**src/event_select_pkg.sv**
```systemverilog
// constants, types and register map for the branch, dispatch and stall event selector
package event_select_pkg;

    // ==========================================================
    // event numbers
    localparam logic [7:0] EVT_EXECUTED_BRANCH    = 8'h88;
    localparam logic [7:0] EVT_MISPREDICTED_BRANCH = 8'h89;
    localparam logic [7:0] EVT_UNDELIVERED_UOP    = 8'h9c;
    localparam logic [7:0] EVT_PORT_DISPATCH      = 8'ha1;
    localparam logic [7:0] EVT_RESOURCE_STALL     = 8'ha2;

    // ==========================================================
    // branch qualifier bits
    localparam logic [7:0] Q_COND          = 8'h01;
    localparam logic [7:0] Q_DIRECT_JMP    = 8'h02;
    localparam logic [7:0] Q_INDIRECT_JMP  = 8'h04;
    localparam logic [7:0] Q_RETURN        = 8'h08;
    localparam logic [7:0] Q_DIRECT_CALL   = 8'h10;
    localparam logic [7:0] Q_INDIRECT_CALL = 8'h20;
    localparam logic [7:0] Q_NOT_TAKEN     = 8'h40;
    localparam logic [7:0] Q_TAKEN         = 8'h80;
    localparam logic [7:0] Q_ALL_BRANCHES  = 8'hff;
    localparam logic [7:0] Q_TYPE_MASK     = 8'h3f;
    localparam logic [7:0] Q_NONE          = 8'h00;

    // ==========================================================
    // undelivered uop qualifier
    localparam logic [7:0] Q_UNDELIVERED_CORE = 8'h01;

    // ==========================================================
    // port dispatch qualifiers
    localparam logic [7:0] Q_PORT_0      = 8'h01;
    localparam logic [7:0] Q_PORT_1      = 8'h02;
    localparam logic [7:0] Q_PORT_2_LD   = 8'h04;
    localparam logic [7:0] Q_PORT_2_STA  = 8'h08;
    localparam logic [7:0] Q_PORT_2_ANY  = 8'h0c;
    localparam logic [7:0] Q_PORT_3_LD   = 8'h10;
    localparam logic [7:0] Q_PORT_3_STA  = 8'h20;
    localparam logic [7:0] Q_PORT_3_ANY  = 8'h30;
    localparam logic [7:0] Q_PORT_4      = 8'h40;
    localparam logic [7:0] Q_PORT_5      = 8'h80;

    // ==========================================================
    // resource stall qualifiers
    localparam logic [7:0] Q_STALL_ANY   = 8'h01;
    localparam logic [7:0] Q_STALL_LOAD  = 8'h02;
    localparam logic [7:0] Q_STALL_RS    = 8'h04;
    localparam logic [7:0] Q_STALL_STORE = 8'h08;
    localparam logic [7:0] Q_STALL_ROB   = 8'h10;
    localparam logic [7:0] Q_STALL_FPCW  = 8'h20;
    localparam logic [7:0] Q_STALL_SIMD  = 8'h40;

    // ==========================================================
    // register map (byte addresses, one word each)
    localparam int           ADR_W          = 4;
    localparam logic [3:0]   OFS_SELECT     = 4'h0;
    localparam logic [3:0]   OFS_STATUS     = 4'h4;
    localparam logic [3:0]   OFS_TALLY      = 4'h8;
    localparam logic [7:0]   RST_EVENT      = 8'h00;
    localparam logic [7:0]   RST_QUAL       = 8'h00;
    localparam logic [31:0]  RST_TALLY      = 32'h0000_0000;
    localparam int           SEL_EVENT_LSB  = 0;
    localparam int           SEL_QUAL_LSB   = 8;
    localparam int           STAT_VALID_BIT = 0;
    localparam int           STAT_INC_LSB   = 4;
    localparam int           INC_W          = 3;
    localparam logic [2:0]   INC_ZERO       = 3'h0;
    localparam logic [2:0]   INC_ONE        = 3'h1;

    // ==========================================================
    // pipeline status carried in from the core
    typedef struct packed {
        logic       valid;       // a near branch executed this cycle
        logic [5:0] kind;        // one-hot, same order as qualifier bits 0..5
        logic       taken;
        logic       mispredicted;
    } branch_status_t;

    typedef struct packed {
        logic p0;
        logic p1;
        logic p2_load;
        logic p2_sta;
        logic p3_load;
        logic p3_sta;
        logic p4;
        logic p5;
    } dispatch_status_t;

    typedef struct packed {
        logic any;
        logic load_buf;
        logic resv_station;
        logic store_buf;
        logic store_sync_drain;
        logic reorder_buffer;
        logic fp_control_word;
        logic simd_control_status_reg;
    } stall_status_t;

    typedef struct packed {
        branch_status_t   branch;
        logic [2:0]       undelivered_uops;  // per thread, to rename_stage
        dispatch_status_t dispatch;
        stall_status_t    stall;
    } core_status_t;

endpackage

```
**src/branch_dispatch_stall_event_select.sv**
```systemverilog
// per-cycle increment selector for branch, dispatch and allocation stall events
// What this block does
// - 88H/10H counts executed direct near calls; needs taken qualifier 80H.
// - 88H/20H counts executed register or memory indirect near calls; needs 80H.
// - 88H/40H selects not-taken executed branches; only with conditional 01H.
// - 88H/80H selects taken executed branches; needs a type bit 01H..20H.
// - qualifier FFH on 88H or 89H counts every executed near branch.
// - 89H/01H counts mispredicted conditional branches; needs 40H or 80H.
// - 89H/04H mispredicted indirect jumps, 08H mispredicted returns; need 80H.
// - 89H/10H mispredicted direct calls, 20H mispredicted indirect calls; need 80H.
// - 89H/40H selects mispredicted not-taken branches; only with 01H.
// - 89H/80H selects mispredicted taken branches; needs a type bit.
// - 9CH/01H adds the per-thread count of undelivered uops each cycle.
// - A1H counts port 0 dispatch cycles with 01H, port 1 with 02H.
// - A1H port 2: loads 04H, store-address 08H, any uop 0CH.
// - A1H port 3: loads 10H, store-address 20H, any uop 30H.
// - A1H counts port 4 dispatch cycles with 40H, port 5 with 80H.
// - A2H/01H counts cycles allocation stalls for any resource reason.
// - A2H/02H counts stalls for no free load buffer.
// - A2H/04H counts stalls for no eligible reservation station entry.
// - A2H/08H counts store buffer stalls, excluding sync draining.
// - A2H/10H counts stalls for a full reorder buffer.
// - A2H/20H counts stalls from writing the fp control word.
// - A2H/40H counts stalls from too-close simd control/status renames.
`timescale 1ns/1ps

module branch_dispatch_stall_event_select
    import event_select_pkg::*;
(
    input  wire logic                 clk_i,
    input  wire logic                 rst_i,
    // classic wishbone slave
    input  wire logic                 cyc_i,
    input  wire logic                 stb_i,
    input  wire logic                 we_i,
    input  wire logic [ADR_W-1:0]     adr_i,
    input  wire logic [3:0]           sel_i,
    input  wire logic [31:0]          dat_i,
    output logic      [31:0]          dat_o,
    output logic                      ack_o,
    // pipeline status
    input  wire core_status_t         core_status_i,
    // selected increment for the counter
    output logic      [INC_W-1:0]     inc_o
);

    // ==========================================================
    // selection registers
    logic [7:0]        event_r;
    logic [7:0]        qual_r;
    logic [31:0]       tally_r;
    logic [INC_W-1:0]  inc_r;
    logic              ack_r;
    logic [31:0]       dat_r;
    logic              access;
    logic              sel_write;

    assign access    = cyc_i && stb_i && !ack_r;
    assign sel_write = access && we_i && (adr_i == OFS_SELECT);

    // ==========================================================
    // branch qualification, shared by executed and mispredicted events
    function automatic logic branch_qual_ok(input logic [7:0] q);
        logic [5:0] types;
        logic       bad;
        types = q[5:0] & Q_TYPE_MASK[5:0];
        bad   = 1'b0;
        if (q == Q_ALL_BRANCHES) begin
            bad = 1'b0;
        end else begin
            if (types == 6'h00) begin
                bad = 1'b1;
            end
            if ((q & (Q_TAKEN | Q_NOT_TAKEN)) == Q_NONE) begin
                bad = 1'b1;
            end
            if ((q & Q_NOT_TAKEN) != Q_NONE && types != Q_COND[5:0]) begin
                bad = 1'b1;
            end
            if ((types & ~Q_COND[5:0]) != 6'h00 && (q & Q_TAKEN) == Q_NONE) begin
                bad = 1'b1;
            end
        end
        return !bad;
    endfunction

    function automatic logic branch_match(input logic [7:0] q, input branch_status_t b);
        logic type_hit;
        logic outcome_hit;
        type_hit    = (b.kind & q[5:0]) != 6'h00;
        outcome_hit = (b.taken && (q & Q_TAKEN) != Q_NONE)
                   || (!b.taken && (q & Q_NOT_TAKEN) != Q_NONE);
        if (q == Q_ALL_BRANCHES) begin
            return b.valid;
        end
        return b.valid && type_hit && outcome_hit;
    endfunction

    // ==========================================================
    // per-cycle increment decode
    logic [INC_W-1:0] inc_nxt;
    logic             sel_valid;

    always_comb begin
        inc_nxt   = INC_ZERO;
        sel_valid = 1'b0;
        unique case (event_r)
            EVT_EXECUTED_BRANCH: begin
                sel_valid = branch_qual_ok(qual_r);
                if (sel_valid && branch_match(qual_r, core_status_i.branch)) begin
                    inc_nxt = INC_ONE;
                end
            end
            EVT_MISPREDICTED_BRANCH: begin
                sel_valid = branch_qual_ok(qual_r);
                // all-branches form counts executed branches too
                if (sel_valid && branch_match(qual_r, core_status_i.branch)
                    && (core_status_i.branch.mispredicted || qual_r == Q_ALL_BRANCHES)) begin
                    inc_nxt = INC_ONE;
                end
            end
            EVT_UNDELIVERED_UOP: begin
                sel_valid = (qual_r == Q_UNDELIVERED_CORE);
                if (sel_valid) begin
                    inc_nxt = core_status_i.undelivered_uops;
                end
            end
            EVT_PORT_DISPATCH: begin
                sel_valid = 1'b1;
                unique case (qual_r)
                    Q_PORT_0:     inc_nxt = {2'b00, core_status_i.dispatch.p0};
                    Q_PORT_1:     inc_nxt = {2'b00, core_status_i.dispatch.p1};
                    Q_PORT_2_LD:  inc_nxt = {2'b00, core_status_i.dispatch.p2_load};
                    Q_PORT_2_STA: inc_nxt = {2'b00, core_status_i.dispatch.p2_sta};
                    Q_PORT_2_ANY: inc_nxt = {2'b00, core_status_i.dispatch.p2_load
                                                  | core_status_i.dispatch.p2_sta};
                    Q_PORT_3_LD:  inc_nxt = {2'b00, core_status_i.dispatch.p3_load};
                    Q_PORT_3_STA: inc_nxt = {2'b00, core_status_i.dispatch.p3_sta};
                    Q_PORT_3_ANY: inc_nxt = {2'b00, core_status_i.dispatch.p3_load
                                                  | core_status_i.dispatch.p3_sta};
                    Q_PORT_4:     inc_nxt = {2'b00, core_status_i.dispatch.p4};
                    Q_PORT_5:     inc_nxt = {2'b00, core_status_i.dispatch.p5};
                    default: begin
                        sel_valid = 1'b0;
                        inc_nxt   = INC_ZERO;
                    end
                endcase
            end
            EVT_RESOURCE_STALL: begin
                sel_valid = 1'b1;
                unique case (qual_r)
                    Q_STALL_ANY:   inc_nxt = {2'b00, core_status_i.stall.any};
                    Q_STALL_LOAD:  inc_nxt = {2'b00, core_status_i.stall.load_buf};
                    Q_STALL_RS:    inc_nxt = {2'b00, core_status_i.stall.resv_station};
                    // sync draining also fills the store buffer but is not a shortage
                    Q_STALL_STORE: inc_nxt = {2'b00, core_status_i.stall.store_buf
                                                   & ~core_status_i.stall.store_sync_drain};
                    Q_STALL_ROB:   inc_nxt = {2'b00, core_status_i.stall.reorder_buffer};
                    Q_STALL_FPCW:  inc_nxt = {2'b00, core_status_i.stall.fp_control_word};
                    Q_STALL_SIMD:  inc_nxt = {2'b00, core_status_i.stall.simd_control_status_reg};
                    default: begin
                        sel_valid = 1'b0;
                        inc_nxt   = INC_ZERO;
                    end
                endcase
            end
            default: begin
                sel_valid = 1'b0;
                inc_nxt   = INC_ZERO;
            end
        endcase
    end

    // ==========================================================
    // increment output, one cycle behind the pipeline status
    always_ff @(posedge clk_i) begin
        if (rst_i) begin
            inc_r <= INC_ZERO;
        end else begin
            inc_r <= inc_nxt;
        end
    end

    assign inc_o = inc_r;

    // ==========================================================
    // running tally, restarted whenever the selection is rewritten
    always_ff @(posedge clk_i) begin
        if (rst_i) begin
            tally_r <= RST_TALLY;
        end else if (sel_write) begin
            tally_r <= RST_TALLY;
        end else begin
            tally_r <= tally_r + {29'h0000_0000, inc_r};
        end
    end

    // ==========================================================
    // selection register writes, byte lanes 0 and 1
    always_ff @(posedge clk_i) begin
        if (rst_i) begin
            event_r <= RST_EVENT;
            qual_r  <= RST_QUAL;
        end else if (sel_write) begin
            if (sel_i[0]) begin
                event_r <= dat_i[SEL_EVENT_LSB +: 8];
            end
            if (sel_i[1]) begin
                qual_r <= dat_i[SEL_QUAL_LSB +: 8];
            end
        end
    end

    // ==========================================================
    // bus answer: ack one cycle after the strobe, unmapped reads zero
    always_ff @(posedge clk_i) begin
        if (rst_i) begin
            ack_r <= 1'b0;
            dat_r <= 32'h0000_0000;
        end else begin
            ack_r <= access;
            if (access && !we_i) begin
                unique case (adr_i)
                    OFS_SELECT: dat_r <= {16'h0000, qual_r, event_r};
                    OFS_STATUS: dat_r <= {25'h000_0000, inc_r, 3'b000, sel_valid};
                    OFS_TALLY:  dat_r <= tally_r;
                    default:    dat_r <= 32'h0000_0000;
                endcase
            end
        end
    end

    assign ack_o = ack_r;
    assign dat_o = dat_r;

endmodule // branch_dispatch_stall_event_select

```
**config.mk**
```make
export PLATFORM = sky130hd
export DESIGN_NAME = branch_dispatch_stall_event_select
export DESIGN_NICKNAME = d
export VERILOG_FILES = /design/src/event_select_pkg.sv /design/src/branch_dispatch_stall_event_select.sv
export SDC_FILE = /design/constraint.sdc
export NUM_CORES = 1
export LEC_CHECK = 0
export ABC_AREA = 1
export BUFFER_PORTS_ARGS = -buffer_cell sky130_fd_sc_hd__buf_2
export CORE_MARGIN = 2
export CORE_UTILIZATION = 40
export DETAILED_ROUTE_END_ITERATION = 8
export PLACE_DENSITY = 0.63
export SYNTH_ARGS = -nofsm -noshare
export SYNTH_HDL_FRONTEND = slang
export SYNTH_SLANG_ARGS = --single-unit
```
**constraint.sdc**
```tcl
create_clock -name clk_i -period 2.7 [get_ports clk_i]
set_input_delay 0.81 -clock clk_i [delete_from_list [all_inputs] [get_ports clk_i]]
set_output_delay 0.81 -clock clk_i [all_outputs]
set_load 0.005 [all_outputs]
```
Word-level counts from Yosys, hierarchy flattened
Index checks and enable logic that the tools add are counted.
{ "totals": {"register_bits": 84, "inputBits": 73, "out_inout_bits": 36, "word_cells": 88} }
{ "classes": {"add_sub_neg": 1, "eq_ne": 19, "muxes": 25, "bitwise": 5, "n_reduce_logical": 32} }
{ "op_table": {"columns": ["cell", "count"], "rows": [
  ["32-bit one-hot mux with 3 select lines", 1],
  ["8-bit == test (second input constant)", 7],
  ["32-bit by 3-bit adder with 32-bit output", 1],
  ["1-bit two-way mux", 19],
  ["8-bit by 4-bit == test with 1-bit output (second input constant)", 2],
  ["8-bit by 6-bit == test with 1-bit output (second input constant)", 2],
  ["8-bit logical NOT", 2],
  ["3-bit one-hot mux with 5 select lines", 1],
  ["1-bit logical AND", 14],
  ["6-bit nonzero test", 2],
  ["1-bit one-hot mux with 10 select lines", 1],
  ["10-bit OR reduction", 1],
  ["8-bit by 1-bit == test with 1-bit output (second input constant)", 1],
  ["8-bit by 2-bit == test with 1-bit output (second input constant)", 1],
  ["8-bit by 3-bit == test with 1-bit output (second input constant)", 1],
  ["8-bit by 5-bit == test with 1-bit output (second input constant)", 1],
  ["8-bit by 7-bit == test with 1-bit output (second input constant)", 1],
  ["1-bit one-hot mux with 7 select lines", 1],
  ["7-bit OR reduction", 1],
  ["6-bit bitwise AND", 1],
  ["6-bit logical NOT", 1],
  ["6-bit by 1-bit != test with 1-bit output (second input constant)", 1],
  ["1-bit logical NOT", 5],
  ["1-bit one-hot mux with 5 select lines", 1],
  ["10 further kinds", 13]
]} }

Logic depth before layout (Yosys ltp)
Gate-level depths: netlist (run 1).
{ "logic_depth": {"depth_word": 12, "depth_mapped": 15, "depth_no_buf": 15} }

Least setup slack after synthesis (run 1)
Ideal clock, no wire load.
{ "synth_path": {"kind": "register to register", "startpoint": "reg inc_r[0] (netlist: inc_o[0])", "endpoint": "reg tally_r[26]", "t_arrival_ns": 1.905, "path_slack_ns": 0.674, "path_stages_with_launch": 16, "path_buffers": 0, "cell_sequence": "dfxtp_1 -> ha_1 -> inv_1 -> fa_1 -> inv_1 -> nand2_2 -> nand2_4 -> nand3_4 -> nor2_4 -> inv_2 -> nor2_4 -> nand2_4 -> nor2_4 -> nand3_2 -> nor2_1 -> nor3b_2"} }
{ "synth_between": {"elab_chain_len": 1} }
{ "synth_rtl": {"columns": ["item", "line", "text"], "rows": [
  ["start, declared", "branch_dispatch_stall_event_select.sv:52", "logic [INC_W-1:0] inc_r;"],
  ["start signal, assigned", "branch_dispatch_stall_event_select.sv:180", "inc_r <= inc_nxt;"],
  ["32-bit by 3-bit adder with 32-bit output", "branch_dispatch_stall_event_select.sv:194", "tally_r <= tally_r + {29'h0000_0000, inc_r};"],
  ["end signal, assigned", "branch_dispatch_stall_event_select.sv:194", null],
  ["end, declared", "branch_dispatch_stall_event_select.sv:51", "logic [31:0] tally_r;"]
]} }
No other way between the ends.
A chain may end at the register's enable or synchronous reset.

Worst setup path in the final report (run 1)
Ends and elaborated chain as after synthesis.

==> flow_metrics.tcl, run 1 <==
set metrics [dict create \
    status "complete, no violations" \
    fin_area_um2 5238 \
    grt_pass1_vias 4140 \
    die_y_um 109.0 \
    stdcell_count 874 \
    clock_sinks 84 \
    vias 4451 \
    yosys_warnings 0 \
    cts_buffers 9 \
    irDropWorstVdd_uv 228.0 \
    die_w_um 109.0 \
    fin_total_pwr_mw 2.280 \
    final.min_clock_period_ps 2265 \
    placed_area_um2 5035 \
    hpwl_um 9338 \
    leakagePower_nw 2.104 \
    setup_tns_ps 0 \
    worstMarginPinSlew_ps 562.6 \
    hold_ws_ps 467.9 \
    arrival_ps 2530 \
    area_delta_synth_final_pct 18.82 \
    crit_type "reg -> reg" \
    fp-row-count 38 \
    ys_seq_area_share_pct 38.15 \
    wirelength_um 11840 \
    post-route-period-util_pct 83.90 \
    start_util_pct 40.84 \
    final_nets 806 \
    finalSetupViolCount 0 \
    overflow 0 \
    portBuffers 90 \
    final_util_pct 48.53 \
    cts-root-buf "clkbuf_8" \
    dr.pass1.iters 4 \
    hold_path_class "reg -> reg" \
    detail-route-antenna-nets 0 \
    grt_pass1_wl_um 19890 \
    powerDensity_nw_per_um2 435.3 \
    rsz0062_at_grt "no" \
    skew_ps 8.361 \
    synth.distinct_cells 43 \
    dp_cells 858 \
    syn_area_per_cell_um2 6.942 \
    htreeDepth 3 \
    cts_setup_buffers 0 \
    finalHoldViolCount 0 \
    crit_path_start_kind "flop" \
    antenna-diode-count 0 \
    synth_seq_cells 84 \
    critPathMaxFanout 5 \
    die_area_um2 11880 \
    fmax_mhz 441.4 \
    antenna_found_initial 0 \
    cts_buffer_depth 2 \
    ctsResizeCount 0 \
    gp_congestion 0.9011 \
    drive_above_1_share_pct 24.11 \
    hold_buffers 0 \
    cts_tree "built" \
    grt_start_max_net_pins 34 \
    via_per_inst 5.093 \
    io_pins 109 \
    final_common_cell "nand2_1" \
    drv_cap 0 \
    drt_iter0_drc 266 \
    synth_nets 712 \
    grt_use_total_pct 21.46 \
    required_ps 2960 \
    clk_pin_slew_ps 80 \
    synthCells 635 \
    end_kind "flop" \
    wl_per_cell_um 13.54 \
    setup_slack_ps 434.7 \
    coreArea_um2 10790 \
    netlist_area_um2 4408 \
    drc 0 \
    n_fill_cell 1085 \
    clock_latency_ps 360 \
    maxSlewViolCount 0 \
    slew_headroom_pct 62.20 \
    pre_cts_ws_ps 447.6 \
    final_cell_mix "nand2_1 (148), buf_2 (90), dfxtp_1 (84)" \
]
[cell usage after synthesis, drive strengths merged]
cell | n | area share [%]
nor2 | 97 | 9.7
a21oi | 45 | 5.1
nor3b | 5 | 1.1
o221ai | 1 | 0.20
nor4 | 3 | 0.91
nand3 | 28 | 4.0
nand2 | 157 | 14
nor3 | 35 | 5.2
ha | 3 | 0.85
nand4 | 15 | 2.1
clkinv | 2 | 0.17
clkbuf | 12 | 1.0
o21ai | 28 | 3.3
xor2 | 1 | 0.20
buf | 5 | 0.65
o21a | 2 | 0.34
a211oi | 1 | 0.17
a22o | 1 | 0.20
o22ai | 13 | 1.8
dfxtp | 84 | 38
inv | 70 | 6.0
o41ai | 1 | 0.20
o211ai | 2 | 0.34
o31ai | 1 | 0.17
fa | 1 | 0.45
a22oi | 16 | 2.7
or2 | 6 | 0.85
[routing by layer]
metal  vias to the layer above  part of all wire [%]  GRT usage, %
met4                         0                  0.55         6.868
met5                         -                     0             0
met3                         6                   4.7         4.423
met2                       104                    46         32.52
met1                      2057                    49         30.45
li1                       2284                     -             -
[area by class of cell]
class / instances / area [µm²] / share of cell area [%]
tap: 140 / 175.2 / 3.344
clock inverter: 4 / 47.55 / 0.9078
inverter: 72 / 270.3 / 5.160
multi-input combinational: 462 / 2382 / 45.48
sequential: 84 / 1682 / 32.11
clock buffer: 12 / 155.1 / 2.962
timing repair buffer: 100 / 525.5 / 10.03
[final timing paths]
kind | slack, ps | depth (start not counted) | endpoint | from
setup / recovery | 430 | 15 | tally_r[26]$_SDFF_PP0_ | inc_o[0]$_SDFF_PP0_
hold / removal | 470 | 2 | dat_o[10]$_SDFFE_PP0P_ | dat_o[10]$_SDFFE_PP0P_
setup reg to reg | 430 | 15 | tally_r[26]$_SDFF_PP0_ | inc_o[0]$_SDFF_PP0_
hold reg to reg | 470 | 2 | dat_o[10]$_SDFFE_PP0P_ | dat_o[10]$_SDFFE_PP0P_
[logic make-up after synthesis]
family	Yosys count	share of synthesized area [%]
and+or+nand+nor	346	37.98
AOI/OAI and AO/OA	111	14.56
buffers and inverters	89	7.806
DFF	84	38.15
adders and majority gates	4	1.306
xor gates and xnor gates	1	0.1987
[flip-flops by register name, summed over array words and instances, names as in the netlist]
| register | count |
|---|---|
| dat_o | 32 |
| tally_r | 32 |
| event_r | 8 |
| qual_r | 8 |
| inc_o | 3 |
| ack_o | 1 |
[worst max-delay path: stages, from the launching register on]
cell and delay, ps:
dfxtp_1 360, ha_1 200, inv_1 60, fa_1 360
inv_1 90, nand2_2 80, nand2_4 80, nand3_4 90
nor2_4 160, inv_2 80, nor2_4 120, nand2_4 70
nor2_4 140, nand3_2 90, nor2_1 120, nor3b_2 50
[power by group]
| part | switching (mW) | leakage (nW) | total (mW) | internal, mW |
|---|---|---|---|---|
| registers | 0.00163 | 0.676 | 1.24 | 1.24 |
| logic | 0.0682 | 1.33 | 0.113 | 0.0444 |
| clock network | 0.451 | 0.102 | 0.927 | 0.475 |
| total | 0.521 | 2.10 | 2.28 | 1.76 |
No activity file was read; power rests on OpenSTA's default activity.
==> inputs of run 2 (changes only) <==
==> constraint.sdc (replaced) <==
create_clock -name clk_i -period 2.1 [get_ports clk_i]
set_input_delay 0.63 -clock clk_i [delete_from_list [all_inputs] [get_ports clk_i]]
set_output_delay 0.63 -clock clk_i [all_outputs]
set_load 0.005 [all_outputs]
==> run 2 against run 1 <==
Net effect:
- critical path depth unchanged
- clock skew grew 2.7 ps
- worst hold slack worse by 1.6 ps
- global-route usage shrank 0.57 points
- combinational power up 32%
- critical path type unchanged
- critical endpoint unchanged
- largest cell class unchanged
==> flow_metrics.tcl, run 2 (synthesis results as in run 1) <==
set metrics [dict create \
    end_kind "flop" \
    fin_total_pwr_mw 2.762 \
    required_ps 2410 \
    hold_path_end "dat_o[10]$_SDFFE_PP0P_" \
    skew_ps 11.10 \
    drv_cap 0 \
    finalHoldViolCount 0 \
    clock_sinks 84 \
    antenna-diode-count 0 \
    maxSlewViolCount 0 \
    drive_above_1_share_pct 26.70 \
    clock_latency_ps 370 \
    slew_headroom_pct 64.11 \
    leakagePower_nw 2.177 \
    gp_congestion 0.9329 \
    hpwl_um 9395 \
    reg2reg_from "tally_r[0]$_SDFF_PP0_" \
    final.min_clock_period_ps 2007 \
    final_nets 821 \
    powerDensity_nw_per_um2 515.7 \
    hold_depth 2 \
    arrival_ps 2320 \
    critPathMaxFanout 4 \
    hold_buffers 0 \
    max_stage_delay_ps 360 \
    slowest_stage "dfxtp_2" \
    grt_use_total_pct 20.89 \
    cts_tree "built" \
    grt_start_max_net_pins 34 \
    post-route-period-util_pct 95.58 \
    grt_pass1_vias 4105 \
    cts_buffers 9 \
    r2r_slack_ps 90 \
    die_y_um 109.0 \
    start_util_pct 40.84 \
    rsz0062_at_grt "yes" \
    clk_pin_slew_ps 90 \
    fin_area_um2 5356 \
    overflow 0 \
    r2r_end "tally_r[26]$_SDFF_PP0_" \
    cts-root-buf "clkbuf_8" \
    wl_per_cell_um 13.44 \
    io_pins 109 \
    crit_type "reg -> reg" \
    setup_slack_ps 92.79 \
    coreArea_um2 10790 \
    grt_pass1_wl_um 19430 \
    hold_path_class "reg -> reg" \
    cts_buffer_depth 2 \
    reg2reg_depth 15 \
    fp-row-count 38 \
    status "complete, no violations" \
    die_w_um 109.0 \
    area_delta_synth_final_pct 21.52 \
    crit_path_start_kind "flop" \
    via_per_inst 5.102 \
    antenna_found_initial 0 \
    portBuffers 90 \
    placed_area_um2 5115 \
    final_cell_mix "nand2_1 (148), buf_2 (90), dfxtp_1 (82)" \
    finalSetupViolCount 0 \
    worstMarginPinSlew_ps 533.4 \
    wirelength_um 11950 \
    detail-route-antenna-nets 0 \
    vias 4536 \
    dr.pass1.iters 6 \
    drc 0 \
    pre_cts_ws_ps -40.84 \
    drt_iter0_drc 313 \
    min-delay-start "dat_o[10]$_SDFFE_PP0P_" \
    crit_chain "ha_4 -> inv_2 -> fa_2 -> inv_2 -> nand2_4 -> nand2_4 -> nand3_4 -> nor2_4 -> inv_2 -> nor2_4 -> nand2_4 -> nor2_4 -> nand3_2 -> nand2_1 -> nor3b_2" \
    irDropWorstVdd_uv 621.7 \
    htreeDepth 3 \
    die_area_um2 11880 \
    final_common_cell "nand2_1" \
    fmax_mhz 498.2 \
]
==> run 2: routing by layer <==
metal,routed length (µm),vias up,track usage (%)
li1,-,2314,-
met1,5774,2072,29.29
met2,5317,135,31.99
met3,676,15,4.901
met4,177,0,5.861
met5,0,-,0
==> run 2: layout make-up <==
class	instances	area [µm²]
clock buffer	10	127.6
clock inverter	6	41.29
fill	1073	5436
inverter	72	270.3
multi-input combinational	462	2407
sequential	84	1684
tap	140	175.2
timing repair buffer	115	650.6
==> run 2: critical path, delay by kind of cell (launching register included) <==
kind,cells,cell delay [ps]
buffers and inverters,3,160
flip-flops,1,360
adder cells (fa/ha/maj),2,470
AND/OR/NAND/NOR,10,950
==> run 2: what timing repair did <==
item / CTS / global route
gates resized for setup: 7 / 3
pin swaps: 3 / 5
setup endpoints to repair: 1 / 7
buffers inserted: 5 / 1
==> run 2: power by group <==
part,switching [mW],internal [mW]
combinational,0.0887,0.0606
clock,0.591,0.426
sequential,0.00210,1.59
==> run 2: how the worst max path moves through the flow <==
stage / startpoint / end / slack (ps) / cells past startpoint
2_1_floorplan: inc_o[0]$_SDFF_PP0_ / tally_r[26]$_SDFF_PP0_ / 70 / 15
3_3_place_gp: inc_o[0]$_SDFF_PP0_ / tally_r[26]$_SDFF_PP0_ / 20 / 15
3_5_place_dp: tally_r[0]$_SDFF_PP0_ / tally_r[26]$_SDFF_PP0_ / -40 / 15
4_1_cts: inc_o[0]$_SDFF_PP0_ / tally_r[26]$_SDFF_PP0_ / 10 / 15
5_1_grt: tally_r[0]$_SDFF_PP0_ / tally_r[26]$_SDFF_PP0_ / -50 / 15
6_report: tally_r[0]$_SDFF_PP0_ / tally_r[26]$_SDFF_PP0_ / 90 / 15
==> run 2: stage by stage <==
| stage | hold slack (ps) | utilization (%) | TNS, ps | std cells |
|---|---|---|---|---|
| 5_1_grt | 478.2 | 49.63 | -76.68 | 889 |
| 3_5_place_dp | 457.4 | 47.39 | -40.84 | 867 |
| 6_report | 466.3 | 49.63 | 0 | 889 |
| 2_1_floorplan | 448.3 | - | 0 | 635 |
| 4_1_cts | 470.1 | 49.49 | 0 | 888 |
| 3_3_place_gp | 451.9 | 47.39 | 0 | 867 |
